===== src/common/pscp_pkg.sv =====
// Purpose: shared constants for the status/command parity block
// Assumes: 32-bit classic wishbone register access
// Notes: bit positions follow the combined status/command word
package pscp_pkg;

    // ----------------------------------------
    // register map (byte addresses)
    // ----------------------------------------
    localparam int PSCP_ADR_MIN = 4;
    localparam logic [3:0] PSCP_OFS_STATCMD = 4'h0;
    localparam logic [3:0] PSCP_OFS_IRQ_STAT = 4'h4;
    localparam logic [3:0] PSCP_OFS_IRQ_MASK = 4'h8;

    // ----------------------------------------
    // status/command field positions
    // ----------------------------------------
    localparam int PSCP_BIT_DET_PAR = 31;
    localparam int PSCP_BIT_INIT_PAR = 24;
    localparam int PSCP_BIT_B2B_TGT = 23;
    localparam int PSCP_BIT_HIGH_SPD = 21;
    localparam int PSCP_BIT_CAP_LIST = 20;
    localparam int PSCP_BIT_B2B_EN = 9;
    localparam int PSCP_BIT_SYSERR_EN = 8;
    localparam int PSCP_BIT_STEPPING = 7;
    localparam int PSCP_BIT_PAR_RSP = 6;
    localparam int PSCP_BIT_PALETTE = 5;

    // ----------------------------------------
    // fixed and reset values
    // ----------------------------------------
    localparam logic PSCP_VAL_B2B_TGT = 1'b1;
    localparam logic PSCP_VAL_HIGH_SPD = 1'b1;
    localparam logic PSCP_VAL_CAP_LIST = 1'b1;
    localparam logic PSCP_VAL_STEPPING = 1'b0;
    localparam logic PSCP_VAL_PALETTE = 1'b0;
    localparam logic PSCP_RST_CTL = 1'b0;
    localparam logic PSCP_PIN_IDLE = 1'b1;

    // ----------------------------------------
    // interrupt sources
    // ----------------------------------------
    localparam int PSCP_IRQ_W = 3;
    localparam int PSCP_IRQ_INIT_PAR = 0;
    localparam int PSCP_IRQ_DET_PAR = 1;
    localparam int PSCP_IRQ_SYSERR = 2;

    // ----------------------------------------
    // parity error pin sequence
    // ----------------------------------------
    typedef enum logic [1:0] {
        PSCP_PERR_IDLE = 2'b00,
        PSCP_PERR_LOW = 2'b01,
        PSCP_PERR_HIGH = 2'b10
    } pscp_perr_e;

endpackage : pscp_pkg


===== src/rtl/pscp_sync.sv =====
// Purpose: three-stage pin synchroniser with agreement filter
// Assumes: pin is asynchronous to clk_sys
// Notes: output moves only when stages two and three agree
`timescale 1ns/1ps
`default_nettype none
module pscp_sync #(
    parameter logic RESET_VAL = 1'b1
) (
    // clock and reset
    input wire logic clk_sys,
    input wire logic reset,
    // pin and filtered level
    input wire logic pin_in,
    output logic level_out
);

    typedef struct packed {
        logic s1;
        logic s2;
        logic s3;
        logic lvl;
    } pscp_sync_s;

    pscp_sync_s sync_reg;
    pscp_sync_s sync_next;

    // stage one feeds only stage two
    always_comb begin
        sync_next = sync_reg;
        sync_next.s1 = pin_in;
        sync_next.s2 = sync_reg.s1;
        sync_next.s3 = sync_reg.s2;
        if (sync_reg.s2 == sync_reg.s3) begin
            sync_next.lvl = sync_reg.s3;
        end
    end

    always_ff @(posedge clk_sys) begin
        if (reset) begin
            sync_reg <= {4{RESET_VAL}};
        end else begin
            sync_reg <= sync_next;
        end
    end

    assign level_out = sync_reg.lvl;

endmodule : pscp_sync
`default_nettype wire


===== src/rtl/pscp_irq.sv =====
// Purpose: sticky event status, mask and level interrupt
// Assumes: clear and mask writes are single-cycle strobes
// Notes: a set in the clearing cycle wins over the clear
`timescale 1ns/1ps
`default_nettype none
module pscp_irq #(
    parameter int W = 3
) (
    // clock and reset
    input wire logic clk_sys,
    input wire logic reset,
    // events
    input wire logic [W-1:0] evt,
    // software access
    input wire logic clr_wr,
    input wire logic mask_wr,
    input wire logic [W-1:0] wr_dat,
    // state
    output logic [W-1:0] status,
    output logic [W-1:0] mask,
    output logic irq
);

    typedef struct packed {
        logic [W-1:0] status;
        logic [W-1:0] mask;
        logic irq;
    } pscp_irq_s;

    pscp_irq_s irq_reg;
    pscp_irq_s irq_next;
    logic [W-1:0] stat_nx;

    generate
        if (W < 1) begin : g_bad
            $error("pscp_irq: W must be at least 1");
        end
        for (genvar i = 0; i < W; i++) begin : g_bit
            assign stat_nx[i] = evt[i] |
                (irq_reg.status[i] & ~(clr_wr & wr_dat[i]));
        end
    endgenerate

    always_comb begin
        irq_next = irq_reg;
        irq_next.status = stat_nx;
        if (mask_wr) begin
            irq_next.mask = wr_dat;
        end
        // level follows the registered status one cycle later
        irq_next.irq = |(irq_reg.status & irq_reg.mask);
    end

    always_ff @(posedge clk_sys) begin
        if (reset) begin
            irq_reg <= '0;
        end else begin
            irq_reg <= irq_next;
        end
    end

    assign status = irq_reg.status;
    assign mask = irq_reg.mask;
    assign irq = irq_reg.irq;

endmodule : pscp_irq
`default_nettype wire


===== src/rtl/pscp_top.sv =====
// Purpose: status/command word bits 31 and 24..5 with parity gating
// Assumes: event strobes come from pci core logic on clk_sys
// Notes: perr/serr pins are driven through output enables
//
// Contract
// - initiator parity flag sets only while we master, never as target
// - it sets on perr seen, we mastered, and parity response enabled
// - initiator parity flag resets to zero, write one clears it
// - bit 23 reads one, read-only, back-to-back target capable
// - bit 21 reads one, read-only, high speed capable
// - bit 20 reads one, read-only, capability list present
// - bit 9 read-write, reset zero, allows back-to-back issue
// - bit 8 read-write, reset zero, enables system error pin
// - system error driven only with both its enable and parity enable
// - system error reports address or special cycle data parity
// - bit 7 reads zero, read-only, no stepping control
// - bit 6 read-write, reset zero, parity response enable
// - perr or serr asserted only while parity response enabled
// - parity response off stops perr and serr, but bit 31 still sets
// - bit 5 reads zero, read-only, no palette snooping
// - detected parity flag sets on every data or address parity error regardless; spc_par_err alone does not set it
`timescale 1ns/1ps
`default_nettype none
module pscp_top
    import pscp_pkg::*;
#(
    parameter int ADR_W = 4
) (
    // clock and reset
    input wire logic clk_sys,
    input wire logic reset,
    // wishbone slave
    input wire logic wb_cyc_i,
    input wire logic wb_stb_i,
    input wire logic wb_we_i,
    input wire logic [ADR_W-1:0] wb_adr_i,
    input wire logic [3:0] wb_sel_i,
    input wire logic [31:0] wb_dat_i,
    output logic [31:0] wb_dat_o,
    output logic wb_ack_o,
    // parity events from the pci core
    input wire logic init_xfer,
    input wire logic data_par_err,
    input wire logic addr_par_err,
    input wire logic spc_par_err,
    // perr pin, s/t/s
    input wire logic perr_n_i,
    output logic perr_n_o,
    output logic perr_n_oe_n,
    // serr pin, open drain
    output logic serr_n_o,
    output logic serr_n_oe_n,
    // enables towards the pci core
    output logic b2b_issue_enable,
    output logic parity_response_enable,
    output logic system_error_enable,
    // interrupt
    output logic irq
);

    // ----------------------------------------
    // parameter check
    // ----------------------------------------
    generate
        if (ADR_W < PSCP_ADR_MIN) begin : g_bad
            $error("pscp_top: ADR_W too small for the map");
        end
    endgenerate

    // ----------------------------------------
    // state
    // ----------------------------------------
    typedef struct packed {
        logic ack;
        logic [31:0] dat;
        logic b2b_en;
        logic syserr_en;
        logic par_rsp;
        logic init_par;
        logic det_par;
        pscp_perr_e perr_ph;
        logic perr_o;
        logic perr_oe_n;
        logic serr_oe_n;
        logic perr_prev;
    } pscp_state_s;

    pscp_state_s st_reg;
    pscp_state_s st_next;

    // ----------------------------------------
    // decode helpers
    // ----------------------------------------
    function automatic logic adr_hit(
        input logic [ADR_W-1:0] adr,
        input logic [3:0] ofs
    );
        logic [ADR_W-1:0] full;
        full = '0;
        full[3:0] = ofs;
        adr_hit = (adr[ADR_W-1:2] == full[ADR_W-1:2]);
    endfunction : adr_hit

    // builds the visible status/command word
    function automatic logic [31:0] statcmd_word(
        input pscp_state_s s
    );
        logic [31:0] w;
        w = '0;
        w[PSCP_BIT_DET_PAR] = s.det_par;
        w[PSCP_BIT_INIT_PAR] = s.init_par;
        w[PSCP_BIT_B2B_TGT] = PSCP_VAL_B2B_TGT;
        w[PSCP_BIT_HIGH_SPD] = PSCP_VAL_HIGH_SPD;
        w[PSCP_BIT_CAP_LIST] = PSCP_VAL_CAP_LIST;
        w[PSCP_BIT_B2B_EN] = s.b2b_en;
        w[PSCP_BIT_SYSERR_EN] = s.syserr_en;
        w[PSCP_BIT_STEPPING] = PSCP_VAL_STEPPING;
        w[PSCP_BIT_PAR_RSP] = s.par_rsp;
        w[PSCP_BIT_PALETTE] = PSCP_VAL_PALETTE;
        statcmd_word = w;
    endfunction : statcmd_word

    // ----------------------------------------
    // perr pin synchroniser
    // ----------------------------------------
    logic perr_lvl;

    pscp_sync #(
        .RESET_VAL(PSCP_PIN_IDLE)
    ) u_perr_sync (
        .clk_sys(clk_sys),
        .reset(reset),
        .pin_in(perr_n_i),
        .level_out(perr_lvl)
    );

    // ----------------------------------------
    // interrupt block
    // ----------------------------------------
    logic [PSCP_IRQ_W-1:0] irq_evt;
    logic [PSCP_IRQ_W-1:0] irq_stat;
    logic [PSCP_IRQ_W-1:0] irq_mask;
    logic irq_clr_wr;
    logic irq_mask_wr;

    pscp_irq #(
        .W(PSCP_IRQ_W)
    ) u_irq (
        .clk_sys(clk_sys),
        .reset(reset),
        .evt(irq_evt),
        .clr_wr(irq_clr_wr),
        .mask_wr(irq_mask_wr),
        .wr_dat(wb_dat_i[PSCP_IRQ_W-1:0]),
        .status(irq_stat),
        .mask(irq_mask),
        .irq(irq)
    );

    // ----------------------------------------
    // bus request decode
    // ----------------------------------------
    logic req;
    logic wr;
    logic hit_sc;
    logic hit_is;
    logic hit_im;
    logic wr_sc;

    assign req = wb_cyc_i & wb_stb_i & ~st_reg.ack;
    assign wr = req & wb_we_i;
    assign hit_sc = adr_hit(wb_adr_i, PSCP_OFS_STATCMD);
    assign hit_is = adr_hit(wb_adr_i, PSCP_OFS_IRQ_STAT);
    assign hit_im = adr_hit(wb_adr_i, PSCP_OFS_IRQ_MASK);
    assign wr_sc = wr & hit_sc;
    assign irq_clr_wr = wr & hit_is & wb_sel_i[0];
    assign irq_mask_wr = wr & hit_im & wb_sel_i[0];

    // ----------------------------------------
    // parity events
    // ----------------------------------------
    logic perr_fall;
    logic perr_start;
    logic init_set;
    logic det_set;
    logic serr_start;
    logic init_clr;
    logic det_clr;

    // perr seen low on the bus, driven by anyone
    assign perr_fall = st_reg.perr_prev & ~perr_lvl;

    // we report a data parity error ourselves
    assign perr_start = data_par_err & st_reg.par_rsp;

    // own perr counts as the indirect case
    assign init_set = st_reg.par_rsp & init_xfer &
        (perr_fall | perr_start);

    // bit 31 ignores the response enable
    assign det_set = data_par_err | addr_par_err;

    // address or special cycle parity only
    assign serr_start = (addr_par_err | spc_par_err) &
        st_reg.syserr_en & st_reg.par_rsp;

    assign init_clr = wr_sc & wb_sel_i[3] &
        wb_dat_i[PSCP_BIT_INIT_PAR];
    assign det_clr = wr_sc & wb_sel_i[3] &
        wb_dat_i[PSCP_BIT_DET_PAR];

    always_comb begin
        irq_evt = '0;
        irq_evt[PSCP_IRQ_INIT_PAR] = init_set;
        irq_evt[PSCP_IRQ_DET_PAR] = det_set;
        irq_evt[PSCP_IRQ_SYSERR] = serr_start;
    end

    // ----------------------------------------
    // next state
    // ----------------------------------------
    always_comb begin
        st_next = st_reg;
        st_next.perr_prev = perr_lvl;

        // wishbone: one wait state, ack for every address
        st_next.ack = req;
        st_next.dat = '0;
        if (req & ~wb_we_i) begin
            if (hit_sc) begin
                st_next.dat = statcmd_word(st_reg);
            end else if (hit_is) begin
                st_next.dat[PSCP_IRQ_W-1:0] = irq_stat;
            end else if (hit_im) begin
                st_next.dat[PSCP_IRQ_W-1:0] = irq_mask;
            end
        end

        // only the three enables take written data
        if (wr_sc & wb_sel_i[1]) begin
            st_next.b2b_en = wb_dat_i[PSCP_BIT_B2B_EN];
            st_next.syserr_en = wb_dat_i[PSCP_BIT_SYSERR_EN];
        end
        if (wr_sc & wb_sel_i[0]) begin
            st_next.par_rsp = wb_dat_i[PSCP_BIT_PAR_RSP];
        end

        // sticky flags, a set beats a clear in the same cycle
        st_next.init_par = init_set |
            (st_reg.init_par & ~init_clr);
        st_next.det_par = det_set |
            (st_reg.det_par & ~det_clr);

        // perr: drive low, drive high one clock, then release
        case (st_reg.perr_ph)
            PSCP_PERR_IDLE: begin
                if (perr_start) begin
                    st_next.perr_ph = PSCP_PERR_LOW;
                end
            end
            PSCP_PERR_LOW: begin
                if (!perr_start) begin
                    st_next.perr_ph = PSCP_PERR_HIGH;
                end
            end
            PSCP_PERR_HIGH: begin
                if (perr_start) begin
                    st_next.perr_ph = PSCP_PERR_LOW;
                end else begin
                    st_next.perr_ph = PSCP_PERR_IDLE;
                end
            end
            default: begin
                st_next.perr_ph = PSCP_PERR_IDLE;
            end
        endcase

        case (st_next.perr_ph)
            PSCP_PERR_LOW: begin
                st_next.perr_o = 1'b0;
                st_next.perr_oe_n = 1'b0;
            end
            PSCP_PERR_HIGH: begin
                st_next.perr_o = PSCP_PIN_IDLE;
                st_next.perr_oe_n = 1'b0;
            end
            default: begin
                st_next.perr_o = PSCP_PIN_IDLE;
                st_next.perr_oe_n = 1'b1;
            end
        endcase

        // serr is open drain: pull low one clock, never drive high
        st_next.serr_oe_n = ~serr_start;
    end

    // ----------------------------------------
    // state register
    // ----------------------------------------
    always_ff @(posedge clk_sys) begin
        if (reset) begin
            st_reg <= '0;
            st_reg.b2b_en <= PSCP_RST_CTL;
            st_reg.syserr_en <= PSCP_RST_CTL;
            st_reg.par_rsp <= PSCP_RST_CTL;
            st_reg.perr_ph <= PSCP_PERR_IDLE;
            st_reg.perr_o <= PSCP_PIN_IDLE;
            st_reg.perr_oe_n <= 1'b1;
            st_reg.serr_oe_n <= 1'b1;
            st_reg.perr_prev <= PSCP_PIN_IDLE;
        end else begin
            st_reg <= st_next;
        end
    end

    // ----------------------------------------
    // outputs
    // ----------------------------------------
    assign wb_ack_o = st_reg.ack;
    assign wb_dat_o = st_reg.dat;
    assign perr_n_o = st_reg.perr_o;
    assign perr_n_oe_n = st_reg.perr_oe_n;
    // level driven while enabled is always low
    assign serr_n_o = st_reg.serr_oe_n & 1'b0;
    assign serr_n_oe_n = st_reg.serr_oe_n;
    assign b2b_issue_enable = st_reg.b2b_en;
    assign parity_response_enable = st_reg.par_rsp;
    assign system_error_enable = st_reg.syserr_en;

endmodule : pscp_top
`default_nettype wire


===== config.mk =====
export PLATFORM = sky130hd
export DESIGN_NAME = pscp_top
export DESIGN_NICKNAME = d
export VERILOG_FILES = /design/src/common/pscp_pkg.sv /design/src/rtl/pscp_sync.sv /design/src/rtl/pscp_irq.sv /design/src/rtl/pscp_top.sv
export SDC_FILE = /design/constraint.sdc
export NUM_CORES = 1
export LEC_CHECK = 0
export BUFFER_PORTS_ARGS = -buffer_cell sky130_fd_sc_hd__buf_2
export CAP_MARGIN = 20
export CELL_PAD_IN_SITES_DETAIL_PLACEMENT = 0
export CELL_PAD_IN_SITES_GLOBAL_PLACEMENT = 1
export CORE_MARGIN = 2
export CORE_UTILIZATION = 29
export DETAILED_ROUTE_END_ITERATION = 8
export HOLD_SLACK_MARGIN = 0.03
export PLACE_DENSITY = 0.89
export SYNTH_ARGS = -nofsm -noshare
export SYNTH_HDL_FRONTEND = slang
export SYNTH_SLANG_ARGS = --single-unit

===== constraint.sdc =====
create_clock -name clk_sys -period 1.5 [get_ports clk_sys]
set_clock_uncertainty 0.1 [all_clocks]
set_input_delay 0.075 -clock clk_sys [delete_from_list [all_inputs] [get_ports clk_sys]]
set_output_delay 0.075 -clock clk_sys [all_outputs]
set_load 0.05 [all_outputs]

==> qor.yml <==
status:
  status: "finished clean"
critical_path:
  cp.required_ps: 1620
  cp.arrival_ps: 1550
  path_max_fanout: 8
  start_kind: "input pin"
  worstSetupPathType: "in -> reg"
  cp-end-kind: "flip-flop"
drt:
  drc: 0
  wl_met3_um: 221
  antenna_left: 0
  highest_layer: "met4"
  detail_route.vias_per_cell: 4.07
  drtPass1Iterations: 4
  wl_met2_um: 1400
  num_vias: 1071
  drt-met1-wl_um: 1150
  first_iter_violations: 50
  wire_per_inst_um: 10.6
  totalWireLength_um: 2800
sta:
  max_freq_mhz: 698
  setup_slack_ps: 67.2
  fin_crit_ps: 1430
  hold_viol: 0
  min_period_over_period_pct: 95.5
  grt_setup_unrepaired: "no"
  finalSetupTns_ps: 0
  hold_ws_ps: 38.7
  setup_viol: 0
  slew_viol_final: 0
floorplan:
  io_pins: 91
  die_area_um2: 5450
  core_region_area_um2: 4720
  rows: 25
  initial_core_util_pct: 30.0
  die_x_um: 73.9
  die_y_um: 73.9
grt:
  grt_pass1_wl_um: 4270
  grt_max_degree: 13
  track_usage_pct: 10.6
  grt_overflow: 0
  grt_pass1_vias: 944
  antenna_found_initial: 0
min_path:
  hp-class: "in -> reg"
power_and_ir_drop:
  p_leak_nw: 0.796
  ir_drop_mv: 0.535
  p_seq_share_pct: 48.1
  p_switching_mw: 0.503
  p_int_mw: 1.30
  total_power_mw: 1.80
  switching_share_pct: 28.0
  p_comb_share_pct: 14.5
  p_clk_share_pct: 37.4
  power.density_nw_per_um2: 1020
clock_tree:
  h-tree-depth: 2
  root_buffer: "clkbuf_8"
  worstSkewPairLatency_ps: 280
  cts.path.max_buffers: 2
  cts_made_buffers: 5
  cts.sinks: 32
  clk_pin_slew_ps: 70
  cts_tree: "yes"
layout:
  syn_to_final_growth_pct: 25.0
  drive_gt1_share_pct: 33.7
  multi_input_comb_area_um2: 577
  largest_reg_flops: 9
  nFillCells: 477
  fin_nets: 245
  antenna_cells: 0
  stdcell_count: 263
  seq_area_um2: 642
placement:
  portBuffers: 41
  gp_congestion: 0.738
  dp_hpwl_um: 2130
  dp_slack_ps: 154
  dp.cells: 241
synthesis:
  ys_async_sr_fraction_pct: 0
  synth_top_cell_by_area: "dfxtp_1"
  synth_enable_flop_cells: 0
  yosysMostFrequentCell: "buf_4"
  ys_ff_latch: 32
  dominantRegCellSynth: "dfxtp_1"
  ys_types: 33
  netlist_instances: 147
  synthTopCellsByCount: "buf_4 (33), dfxtp_1 (32), nand2_1 (13)"
  postSynthAreaPerCell_um2: 9.63
  synth_area_um2: 1420
  yosys_warnings: 0
  ys_seq_area_share_pct: 45.3
  netlist.area_leader.share_pct: 45.3
  synthTopCellsByArea: "dfxtp_1 (45%), buf_4 (18%), nand2_1 (3.4%)"
run:
  drv_cap: 0
-- critical path, stage by stage --
cell           delay, ps
dlygate4sd3_1        540
buf_4                170
or2_4                250
or3_4                370
nor3_2               150
-- cell families (layout without fill, tap and decap cells) --
family / after synthesis / count (layout) / synth area share [%]
and+or+nand+nor: 48 / 48 / 20.8
buffers and inverters: 41 / 69 / 19.7
DFF: 32 / 32 / 45.3
AOI/OAI and AO/OA: 21 / 21 / 11.1
muxes: 4 / 4 / 2.92
other: 1 / 22 / 0.265
-- per-stage QoR --
step | utilization [%] | cell area, µm²
after floorplan | - | 1500
after global placement | 32.4 | 1530
after detailed placement | 32.4 | 1530
after CTS | 37.4 | 1760
after global routing | 37.5 | 1770
final | 37.5 | 1770
-- layer usage --
metal	track usage [%]	up-vias
met1	11.4	486
met2	17.9	38
met3	5.49	5
met4	3.64	0
met5	0	-
li1	-	542
-- path summary, 6_finish.rpt --
check / end / cells past startpoint / slack [ps] / start
max reg2reg: u_irq.mask[2]$_SDFFE_PP0P_ / 3 / 210 / wb_ack_o$_SDFF_PP0_
min: st_reg[7]$_SDFF_PP0_ / 4 / 40 / wb_dat_i[24]
max: wb_dat_o[8]$_SDFF_PP0_ / 5 / 70 / reset
min reg2reg: u_perr_sync.sync_next[1]$_SDFF_PP1_ / 1 / 310 / u_perr_sync.sync_next[2]$_SDFF_PP1_
-- placed cells by master, fill, tap and decap left out, types with 2 or more instances in the layout --
cell           instances
a21oi_1                3
nor2b_1                3
buf_4                  2
buf_2                 40
conb_1                22
inv_1                  5
nor3_2                 2
dfxtp_1               31
nand2_1               13
mux2i_1                3
a31o_2                 2
clkinv_2               2
or2_4                  2
clkbuf_8               6
dlygate4sd3_1         14
nand4b_1               4
a311oi_1               2
or2_2                  4
and2b_1                2
nor2_1                 8
and2_1                 3
a22oi_1                3
o21ai_0                2
o211ai_1               4
nand3_1                2
-- area by class of cell --
cell class / instances / area share (%)
Timing Repair Buffer: 56 / 20.1
Clock inverter: 2 / 0.566
Tap cell: 67 / 4.74
Sequential cell: 32 / 36.3
Inverter: 5 / 1.06
Multi-Input combinational cell: 95 / 32.6
Clock buffer: 6 / 4.67
-- power by group through the flow --
stage	Clock (mW)	Sequential (mW)	Combinational, mW
floorplan	0	0.890	0.215
global placement	0	0.885	0.229
detailed placement	0	0.885	0.231
CTS	0.697	0.866	0.259
global route	0.729	0.867	0.278
finish	0.673	0.866	0.260
-- timing repair --
item | 4_1_cts | 5_1_grt
endpoints found under the hold margin | 19 | 0
buffers inserted | 0 | 0
setup endpoints to repair | 0 | 5
hold buffers | 14 | 0
resized for setup | 0 | 5
Note: power is estimated with default switching activity, not from simulation.
